`config.mk`:
```
export PLATFORM = sky130hd
export DESIGN_NAME = sbsp_slave
export DESIGN_NICKNAME = d
export VERILOG_FILES = /design/src/design/sbsp_pkg.sv /design/src/design/sbsp_sync.sv /design/src/design/sbsp_slave.sv
export SDC_FILE = /design/constraint.sdc
export NUM_CORES = 2
export LEC_CHECK = 0
export BUFFER_PORTS_ARGS = -buffer_cell sky130_fd_sc_hd__buf_4
export CAP_MARGIN = 30
export CORE_MARGIN = 3
export CORE_UTILIZATION = 64
export DETAILED_ROUTE_END_ITERATION = 8
export GPL_ROUTABILITY_DRIVEN = 0
export GPL_TIMING_DRIVEN = 0
export PLACE_DENSITY_LB_ADDON = 0.05
export RECOVER_POWER = 25
export REMOVE_ABC_BUFFERS = 1
export SLEW_MARGIN = 20
export SYNTH_ARGS = -nofsm -noshare
export SYNTH_HDL_FRONTEND = slang
export SYNTH_SLANG_ARGS = --single-unit
```
`constraint.sdc`:
```
create_clock -name ref_clk -period 2.9 [get_ports ref_clk]
set_input_delay 0.29 -clock ref_clk [delete_from_list [all_inputs] [get_ports ref_clk]]
set_output_delay 0.29 -clock ref_clk [all_outputs]
set_load 0.01 [all_outputs]
```
`src/design/sbsp_pkg.sv`:
```
package sbsp_pkg;
   // ------------------------------------------------------------
   // Addresses
   // ------------------------------------------------------------
   localparam logic [6:0] SBSP_ADDR_DEFAULT = 7'h2E;
   localparam logic [4:0] SBSP_ADDR_SEL_HI = 5'h0B;
   localparam logic [7:0] SBSP_PTR_RST = 8'h00;
   localparam logic [7:0] SBSP_REG_RST = 8'h00;
   // ------------------------------------------------------------
   // Timing
   // ------------------------------------------------------------
   localparam int SBSP_CLK_MHZ = 125;
   localparam int SBSP_TIMEOUT_MS = 25;
   localparam int SBSP_TIMEOUT_CYC = SBSP_TIMEOUT_MS * 1000 * SBSP_CLK_MHZ;
   localparam int SBSP_BITS = 8;
   // ------------------------------------------------------------
   // States
   // ------------------------------------------------------------
   typedef enum logic [5:0] {
      SBSP_IDLE = 6'b000001,
      SBSP_ADDR = 6'b000010,
      SBSP_ACK = 6'b000100,
      SBSP_RX = 6'b001000,
      SBSP_TX = 6'b010000,
      SBSP_MACK = 6'b100000
   } sbsp_state_t;
endpackage : sbsp_pkg

```
`src/design/sbsp_sync.sv`:
```
`timescale 1ns/1ps
module sbsp_sync (
   input wire logic ref_clk,
   input wire logic reset_n,
   input wire logic din,
   output logic dout
);
   logic meta_r;
   // ------------------------------------------------------------
   // Two stage synchroniser, first stage read only by the second
   // ------------------------------------------------------------
   always_ff @(posedge ref_clk) begin
      if (!reset_n) begin
         meta_r <= 1'b1;
         dout <= 1'b1;
      end else begin
         meta_r <= din;
         dout <= meta_r;
      end
   end
endmodule : sbsp_sync

```
`src/design/sbsp_slave.sv`:
```
// Function
// Strap high selects default address
// Strap low selects address by select strap
// Address latched on first valid transaction
// Strap pins then return to fan roles
// Detect start, then receive address
// Shift eight bits, address MSB first
// Acknowledge own address, else idle
// Direction bit zero writes, one reads
// Nine clocks per byte with acknowledge
// SDA rise with SCL high is stop
// Master ends write with stop
// Master ends read with nack, stop
// Direction fixed per operation
// Write one or two bytes, read one
// First written byte loads pointer
// Second written byte stored at pointer
// Read returns register at pointer
// Repeated start begins new operation
// Send byte loads pointer, both acked
// Write byte acks all three bytes
// Read after send byte uses new pointer
// Select mode address is 01011 plus straps
// Read byte protocol supported
// Idle bus timeout releases SDA, disableable
// Master nacks single read then stops
// Pointer persists, never auto-increments
// No acknowledge for foreign address
`timescale 1ns/1ps
module sbsp_slave import sbsp_pkg::*; #(
   parameter int NUM_REGS = 256,
   parameter int TIMEOUT_CYC = SBSP_TIMEOUT_CYC
) (
   input wire logic ref_clk,
   input wire logic reset_n,
   input wire logic scl_in,
   input wire logic sda_in,
   output logic sda_out,
   output logic sda_oe,
   input wire logic strap_enable_in,
   input wire logic strap_select_in,
   input wire logic bus_timeout_disable,
   input wire logic fan3_drive_level,
   output logic fan3_drive_output,
   output logic fan3_drive_oe,
   output logic fan4_speed_sense,
   output logic [6:0] slave_addr,
   output logic addr_locked,
   output logic [7:0] reg_pointer,
   output logic wr_strobe,
   output logic [7:0] wr_data
);
   // ------------------------------------------------------------
   // Declarations
   // ------------------------------------------------------------
   logic scl_s;
   logic sda_s;
   logic scl_d_r;
   logic sda_d_r;
   logic strap_en_s;
   logic strap_sel_s;
   logic scl_rise;
   logic scl_fall;
   logic start_det;
   logic stop_det;
   sbsp_state_t state_r;
   logic [3:0] bit_cnt_r;
   logic [7:0] shift_r;
   logic rd_dir_r;
   logic ack_drive_r;
   logic matched_r;
   logic [1:0] byte_cnt_r;
   logic [31:0] idle_cnt_r;
   logic timeout;
   logic [7:0] regs_r [NUM_REGS];

   // ------------------------------------------------------------
   // Decode helpers
   // ------------------------------------------------------------
   // A byte ends at the SCL fall that follows its eighth rising edge
   function automatic logic byte_end(input logic fall,
      input logic [3:0] cnt);
      byte_end = fall && (cnt == 4'(SBSP_BITS));
   endfunction : byte_end

   function automatic logic [6:0] strap_addr(input logic en,
      input logic sel);
      if (en)
         strap_addr = SBSP_ADDR_DEFAULT;
      else
         strap_addr = {SBSP_ADDR_SEL_HI, 1'b0, sel};
   endfunction : strap_addr

   // ------------------------------------------------------------
   // Input synchronisers
   // ------------------------------------------------------------
   sbsp_sync u_scl (
      .ref_clk(ref_clk),
      .reset_n(reset_n),
      .din(scl_in),
      .dout(scl_s)
   );
   sbsp_sync u_sda (
      .ref_clk(ref_clk),
      .reset_n(reset_n),
      .din(sda_in),
      .dout(sda_s)
   );
   sbsp_sync u_sen (
      .ref_clk(ref_clk),
      .reset_n(reset_n),
      .din(strap_enable_in),
      .dout(strap_en_s)
   );
   sbsp_sync u_ssl (
      .ref_clk(ref_clk),
      .reset_n(reset_n),
      .din(strap_select_in),
      .dout(strap_sel_s)
   );

   // ------------------------------------------------------------
   // Edge and condition detect
   // ------------------------------------------------------------
   // Delay stages reset to the idle high level: no false edge after reset
   always_ff @(posedge ref_clk) begin
      if (!reset_n) begin
         scl_d_r <= 1'b1;
         sda_d_r <= 1'b1;
      end else begin
         scl_d_r <= scl_s;
         sda_d_r <= sda_s;
      end
   end

   assign scl_rise = scl_s & ~scl_d_r;
   assign scl_fall = ~scl_s & scl_d_r;
   assign start_det = scl_s & scl_d_r & sda_d_r & ~sda_s;
   assign stop_det = scl_s & scl_d_r & ~sda_d_r & sda_s;
   assign timeout = !bus_timeout_disable &&
      (idle_cnt_r >= 32'(TIMEOUT_CYC));

   // ------------------------------------------------------------
   // Address straps
   // ------------------------------------------------------------
   // Straps are followed until the first start; no start can match before
   // that, so the live value is what the first transaction compares with.
   always_ff @(posedge ref_clk) begin
      if (!reset_n) begin
         slave_addr <= SBSP_ADDR_DEFAULT;
         addr_locked <= 1'b0;
      end else if (!addr_locked) begin
         slave_addr <= strap_addr(strap_en_s, strap_sel_s);
         if (start_det) begin
            addr_locked <= 1'b1;
         end
      end
   end

   // ------------------------------------------------------------
   // Fan pin roles
   // ------------------------------------------------------------
   // Fan drive stays released while the strap is being read.
   always_ff @(posedge ref_clk) begin
      if (!reset_n) begin
         fan3_drive_output <= 1'b0;
         fan3_drive_oe <= 1'b0;
         fan4_speed_sense <= 1'b0;
      end else begin
         fan3_drive_output <= 1'b0;
         fan3_drive_oe <= addr_locked & ~fan3_drive_level;
         // Select strap pin serves as the speed sense input once locked
         fan4_speed_sense <= addr_locked & strap_sel_s;
      end
   end

   // ------------------------------------------------------------
   // Idle timer
   // ------------------------------------------------------------
   // Counts only inside a transaction, so a quiet idle bus never times out
   always_ff @(posedge ref_clk) begin
      if (!reset_n) begin
         idle_cnt_r <= '0;
      end else if (state_r == SBSP_IDLE || scl_rise || scl_fall ||
                   timeout) begin
         idle_cnt_r <= '0;
      end else begin
         idle_cnt_r <= idle_cnt_r + 32'd1;
      end
   end

   // ------------------------------------------------------------
   // Protocol engine
   // ------------------------------------------------------------
   always_ff @(posedge ref_clk) begin
      if (!reset_n) begin
         state_r <= SBSP_IDLE;
         bit_cnt_r <= '0;
         shift_r <= '0;
         rd_dir_r <= 1'b0;
         ack_drive_r <= 1'b0;
         matched_r <= 1'b0;
         byte_cnt_r <= '0;
      end else if (start_det) begin
         // Start overrides every state, so a repeated start always restarts
         state_r <= SBSP_ADDR;
         bit_cnt_r <= '0;
         byte_cnt_r <= '0;
         ack_drive_r <= 1'b0;
         matched_r <= 1'b0;
      end else if (stop_det || timeout) begin
         state_r <= SBSP_IDLE;
         ack_drive_r <= 1'b0;
      end else begin
         case (state_r)
            SBSP_IDLE: begin
               ack_drive_r <= 1'b0;
            end
            SBSP_ADDR, SBSP_RX: begin
               if (scl_rise) begin
                  shift_r <= {shift_r[6:0], sda_s};
                  bit_cnt_r <= bit_cnt_r + 4'd1;
               end else if (byte_end(scl_fall, bit_cnt_r)) begin
                  bit_cnt_r <= '0;
                  if (state_r == SBSP_ADDR) begin
                     if (shift_r[7:1] == slave_addr) begin
                        matched_r <= 1'b1;
                        rd_dir_r <= shift_r[0];
                        ack_drive_r <= 1'b1;
                        state_r <= SBSP_ACK;
                     end else begin
                        state_r <= SBSP_IDLE;
                     end
                  end else if (byte_cnt_r < 2'd2) begin
                     ack_drive_r <= 1'b1;
                     byte_cnt_r <= byte_cnt_r + 2'd1;
                     state_r <= SBSP_ACK;
                  end else begin
                     state_r <= SBSP_IDLE;
                  end
               end
            end
            SBSP_ACK: begin
               // Release on the falling edge ending the ninth clock
               if (scl_fall) begin
                  ack_drive_r <= 1'b0;
                  if (rd_dir_r && byte_cnt_r == 2'd0) begin
                     shift_r <= regs_r[reg_pointer];
                     byte_cnt_r <= 2'd1;
                     state_r <= SBSP_TX;
                  end else if (rd_dir_r) begin
                     state_r <= SBSP_IDLE;
                  end else begin
                     state_r <= SBSP_RX;
                  end
               end
            end
            SBSP_TX: begin
               if (scl_rise) begin
                  bit_cnt_r <= bit_cnt_r + 4'd1;
               end else if (scl_fall) begin
                  if (bit_cnt_r == 4'(SBSP_BITS)) begin
                     bit_cnt_r <= '0;
                     state_r <= SBSP_MACK;
                  end else begin
                     shift_r <= {shift_r[6:0], 1'b0};
                  end
               end
            end
            SBSP_MACK: begin
               // Only one byte is supplied; later clocks read as ones
               if (scl_fall) begin
                  state_r <= SBSP_IDLE;
               end
            end
            default: state_r <= SBSP_IDLE;
         endcase
      end
   end

   // ------------------------------------------------------------
   // Pointer and register store
   // ------------------------------------------------------------
   always_ff @(posedge ref_clk) begin
      if (!reset_n) begin
         reg_pointer <= SBSP_PTR_RST;
         wr_strobe <= 1'b0;
         wr_data <= '0;
      end else begin
         wr_strobe <= 1'b0;
         // Only the byte right after the address loads the pointer
         if (state_r == SBSP_RX && !start_det && !stop_det &&
             byte_end(scl_fall, bit_cnt_r)) begin
            if (byte_cnt_r == 2'd0) begin
               reg_pointer <= shift_r;
            end else if (byte_cnt_r == 2'd1) begin
               wr_strobe <= 1'b1;
               wr_data <= shift_r;
            end
         end
      end
   end

   genvar gi;
   generate
      for (gi = 0; gi < NUM_REGS; gi++) begin : g_reg
         // One flip-flop row per register; the pointer decode selects it
         always_ff @(posedge ref_clk) begin
            if (!reset_n) begin
               regs_r[gi] <= SBSP_REG_RST;
            end else if (wr_strobe && reg_pointer == 8'(gi)) begin
               regs_r[gi] <= wr_data;
            end
         end
      end
   endgenerate

   // ------------------------------------------------------------
   // SDA drive
   // ------------------------------------------------------------
   // Open drain: only ever pulls low; a one is released.
   always_ff @(posedge ref_clk) begin
      if (!reset_n) begin
         sda_out <= 1'b0;
         sda_oe <= 1'b0;
      end else begin
         sda_out <= 1'b0;
         if (start_det || stop_det || timeout) begin
            sda_oe <= 1'b0;
         end else if (ack_drive_r && matched_r) begin
            sda_oe <= 1'b1;
         end else if (state_r == SBSP_TX) begin
            // Last bit held past the SCL fall: a release while SCL is
            // high would put a stop on the bus
            sda_oe <= ~shift_r[7];
         end else begin
            sda_oe <= 1'b0;
         end
      end
   end
endmodule : sbsp_slave

```
# Word-level counts from Yosys, hierarchy flattened
# Memory sizes are Yosys's and may differ from the RTL's. A register that Yosys moved wholly into a read port is not among the register bits.
# Cells that the tools add are included.
[totals]
reg_bits = 93
wordCells = 1969
in_bits = 8
mem_bits_rw = 2048
out_inout_bits = 30
mem_count = 1
[classes]
eq_ne = 289
n_reduce_logical = 294
order_cmp = 2
bitwise_logic = 278
addsub = 3
n_mux = 1075
[mem_list]
columns = ["name", "depth", "word_bits", "rd", "rd_clocked_by_memory_dff", "wr", "line_no", "source"]
rows = [
  ["regs_r", 256, 8, 1, 1, 256, "sbsp_slave.sv:75", "logic [7:0] regs_r [NUM_REGS];"],
]
[op_table]
columns = ["op", "count"]
rows = [
  ["$mux 8", 264],
  ["$eq 8x8->1 const B", 128],
  ["$mux 1", 780],
  ["$eq 8x7->1 const B", 64],
  ["$logic_and 1x1->1", 263],
  ["$eq 8x6->1 const B", 32],
  ["$or 1x1->1", 256],
  ["$eq 8x5->1 const B", 16],
  ["$eq 8x4->1 const B", 8],
  ["$mux 6", 8],
  ["$add 32x1->32 const B", 1],
  ["$eq 8x3->1 const B", 4],
  ["$ge 32x22->1 const B", 1],
  ["$pmux 6 s5", 1],
  ["$ne 4x4->1 const B", 7],
  ["$mux 4", 6],
  ["$ne 2x2->1 const B", 12],
  ["$pmux 8 s3", 1],
  ["$reduce_and 8->1", 3],
  ["$mux 2", 9],
  ["$eq 8x2->1 const B", 2],
  ["$ne 3x3->1 const B", 5],
  ["$not 1->1", 13],
  ["$reduce_and 6->1", 2],
  ["33 further kinds", 55],
]

# Logic depth before layout (Yosys ltp)
[depth]
word_depth = 10
depth_mapped = 13
mapped_depth_nobuf = 9

# By module
# A second synthesis with hierarchy kept.
[hier_totals]
cells_unflattened = 7016
area_unflattened_um2 = 100059.7
[by_module_without_submodules]
columns = ["mod", "cells_each", "area_per_inst_um2", "instances", "seq_area_each_um2"]
rows = [
  ["sbsp_slave", 7000, 99849.5, 1, 63260.7],
  ["sbsp_sync", 4, 52.6, 4, 40.0],
]

# Least setup slack after synthesis
# Ideal clock, no wire load.
[synth_path]
path_kind = "register to register"
start = "register (tool-made name)"
end = "register shift_r[1]"
path_slack_ps = 395
path_stages_with_launch = 12
n_path_buf = 4
required_ps = 2783
setup_time_ps = 117
t_arrival_ps = 2387
synth_period_minus_slack_ps = 2505
cell_sequence = "dfxtp_1 > buf_6 > buf_6 > buf_4 > buf_4 > mux4_2 > a22oi_1 > o311ai_1 > a2111oi_0 > a211oi_1 > nand4_1 > nand2_1"
[synth_rtl]
columns = ["item", "line_no", "source"]
rows = [
  ["end signal: assignment", "sbsp_slave.sv:221", "shift_r <= {shift_r[6:0], sda_s};"],
  ["end signal: assignment", "sbsp_slave.sv:248", "shift_r <= regs_r[reg_pointer];"],
  ["end signal: assignment", "sbsp_slave.sv:266", "shift_r <= {shift_r[6:0], 1'b0};"],
  ["end: declaration", "sbsp_slave.sv:68", "logic [7:0] shift_r;"],
]

==> qor.csv <==
stage;metric;value;unit
outcome;status;complete, but fails checks;
outcome;violations;negative setup slack;
power;p_leak;46.84;nW
power;intPower;50.24;mW
power;p_per_area;552.6;mW/mm2
cells_and_area;nets;6870;
yosys;synth_ff_type;edfxtp_1;
floorplan;fp.dieArea;0.1607;mm2
drt;antenna_left;0;
cells_and_area;multi_input_area;0.03429;mm2
sta;min_period;3505;ps
drt;viasPerCell;7.422;
cells_and_area;area_growth;15.25;%
power;comb_power_share;2.5;%
critical_path;worstPathMaxFanout;16;
power;swShare;20.94;%
sta;drv_slew;0;
global_routing;global_route.usage.met2;59.27;%
drt;wire_per_inst;36.47;um
sta;hold_viol_final;0;
sta;worst_slack;-604.9;ps
sta;rsz0062_at_grt;true;
sta;fmax;0.2853;GHz
critical_path;end_kind;register;
floorplan;fp.dieW;400.8;um
critical_path;cp_top_family;simple AND/OR/NAND/NOR gates;
critical_path;start_kind;register;
global_routing;grt.met3_usage;12.84;%
sta;finalSetupViolCount;3036;
critical_path;cp_slowest_cell;nand4_1;
cells_and_area;layout_commonest_cell;edfxtp_1;
yosys;synth_edf_count;2048;
global_routing;grt_pass1_vias;64119;
cts;cts_max_level;4;
cells_and_area;drive_above_1_share;23.49;%
cells_and_area;num-fill-cells;9144;
yosys;ys_seq_elements;2144;
critical_path;worst-path-buf-inv;0;
floorplan;die_h;400.8;um
place;io_buffers;30;
global_routing;grt_first_pass_wirelength;468400;um
cts;insertion_delay;850;ps
place;dp.cells;8461;
critical_path;slowest_delay;940;ps
cells_and_area;layout_common_cells;edfxtp_1 (2048), and3_1 (1807), mux4_2 (468);
critical_path;cp.required;3600;ps
power;power_frac_clock;42.8;%
cts;root_buffer;clkbuf_16;
yosys;synthArstFlopShare;0;%
critical_path;cp_cell_sequence;nor2_4 -> nand4_1 -> nor2_1 -> and2_1;
yosys;yosysUniqueCellTypes;78;
yosys;synthCells;7015;
critical_path;worstPathArrival;4200;ps
floorplan;start_util;64.61;%
yosys;seq_area_frac_synth;63.57;%
drt;drt-pass1-iter-count;8;
place;hpwl;196400;um
drt;dr_total_vias;67500;
power;power_frac_seq;54.7;%
cts;clkSinkCount;2144;
cts;cts_tree;done;
global_routing;antenna_found_initial;18;
yosys;syn_avg_cell_area;14.22;um2
drt;drc;0;
drt;wl;331700;um
sta;finalClockSkew;28.48;ps
floorplan;boundaryPins;38;
global_routing;use_met1;55.72;%
cts;clk_path_buf_depth;3;
sta;post-route-period-util;120.9;%
cts;cts_buffers;213;
place;place_ws;-2316;ps
global_routing;grt.busiest_layer;met2;
global_routing;grt_overflow;0;
sta;worstMarginPinSlew;1115;ps
drt;first_iter_violations;12299;
yosys;synth.cell_area;0.09977;mm2
global_routing;grt_max_degree;124;
sta;slew_headroom;24.50;%
power;vdd_drop_max;0.6206;mV
cells_and_area;seq_area;0.06347;mm2
yosys;ys_warn_count;0;
critical_path;crit_type;register to register;
power;p_sw;13.31;mW
floorplan;rows;144;
cts;path_clk_slew;60;ps
cells_and_area;fin_cells;9094;
floorplan;core_area;0.1544;mm2
worst_hold_path;holdCritPathClass;input pin to register;
global_routing;grt_usage;40.66;%
job;maxCapViolations;0;
-- sequential cells by signal, indices dropped and copies added (netlist names), 4 cells and up, named ones only --
signal	flops
bit_cnt_r	4
reg_pointer	8
shift_r	8
wr_data	8
regs_r	2048
idle_cnt_r	32
state_r	6
-- per-stage QoR --
stage           TNS, ps  area (um2)  hold slack, ps  power [mW]  util [%]
2_1_floorplan  -2430710       95830           358.9       36.10         -
3_3_place_gp          -       98620           404.1       36.72     63.87
3_5_place_dp   -2207080      104200           395.6       36.83     67.47
4_1_cts           -6943      115000           24.94       63.40     74.45
5_1_grt         -517800      114900           72.95       64.78     74.44
6_report        -521680      115000           121.2       63.54     74.47
-- cells in the mapped netlist, types with 11 or more instances --
| master | n | share of area (%) |
|---|---|---|
| buf_2 | 60 | 0.30 |
| nand4_1 | 24 | 0.15 |
| a31oi_1 | 15 | 0.094 |
| nor2b_1 | 39 | 0.24 |
| and2_1 | 270 | 1.7 |
| nand2_1 | 143 | 0.54 |
| nor4_1 | 17 | 0.11 |
| clkbuf_1 | 735 | 2.8 |
| buf_6 | 36 | 0.41 |
| mux4_2 | 461 | 10 |
| buf_4 | 44 | 0.33 |
| nor2_1 | 192 | 0.72 |
| mux2i_1 | 104 | 1.0 |
| nand3_1 | 70 | 0.35 |
| a21oi_1 | 70 | 0.35 |
| o21ai_0 | 283 | 1.4 |
| a211oi_1 | 18 | 0.14 |
| xor2_1 | 21 | 0.18 |
| mux2_2 | 27 | 0.30 |
| mux4_1 | 21 | 0.55 |
| dfxtp_1 | 96 | 1.9 |
| xnor2_1 | 13 | 0.11 |
| a22oi_1 | 80 | 0.60 |
| inv_1 | 20 | 0.075 |
| o22ai_1 | 64 | 0.40 |
| nand2b_1 | 36 | 0.23 |
| o211ai_1 | 11 | 0.083 |
| edfxtp_1 | 2048 | 62 |
| nor3_1 | 34 | 0.17 |
| and3_1 | 1807 | 11 |
-- cell families (layout without fill, tap and decap cells) --
family | after synthesis | count (layout) | share of synthesized area [%]
xor gates and xnor gates | 34 | 34 | 0.2985
AOI/OAI and AO/OA | 617 | 617 | 3.757
and+or+nand+nor | 2679 | 2692 | 15.89
DFF | 2144 | 2144 | 63.57
other | 2 | 21 | 0.007528
muxes | 613 | 613 | 12.31
buffers and inverters | 917 | 920 | 4.056
adders and majority gates | 9 | 9 | 0.1129
-- layout make-up --
cell class	count	area share [%]
sequential	2144	55.20
multi-input combinational	3972	29.82
timing repair buffer	497	6.743
clock buffer	283	5.053
tap	2044	2.224
clock inverter	115	0.8161
inverter	25	0.1088
antenna	14	0.03047
-- worst paths after layout --
path,from,end,slack [ps],cells past startpoint
worst max-delay path,reg_pointer[5]$_SDFFE_PN0P_,regs_r[133][1]$_SDFFCE_PN0P_,-600,4
worst min-delay path,reset_n,regs_r[197][1]$_SDFFCE_PN0P_,120,2
worst max register to register,reg_pointer[5]$_SDFFE_PN0P_,regs_r[133][1]$_SDFFCE_PN0P_,-600,4
worst min register to register,u_ssl.meta_r$_SDFF_PN1_,u_ssl.dout$_SDFF_PN1_,410,1
-- layer usage --
metal	routed length (um)	part of all wire (%)	up-vias
li1	-	-	26895
met1	113400	34	33719
met2	147100	44	5769
met3	50500	15	1117
met4	20660	6.2	0
met5	0	0	-
-- power by group through the flow --
stage          registers (mW)  logic [mW]  clock network (mW)
2_1_floorplan            35.3       0.804                   0
3_3_place_gp             35.4        1.34                   0
3_5_place_dp             35.4        1.45                   0
4_1_cts                  34.7        1.54                27.1
5_1_grt                  34.8        1.65                28.4
6_report                 34.7        1.59                27.2
-- repair_timing --
action / in CTS / in global routing
hold endpoints to repair: 5 / 0
cloned: 45 / 9
setup endpoints to repair: 4066 / 1369
hold buffers: 5 / 0
gates resized for setup: 339 / 80
setup buffers: 130 / 30
pin swaps: 58 / 34
Note: power is estimated with default switching activity, not from simulation.
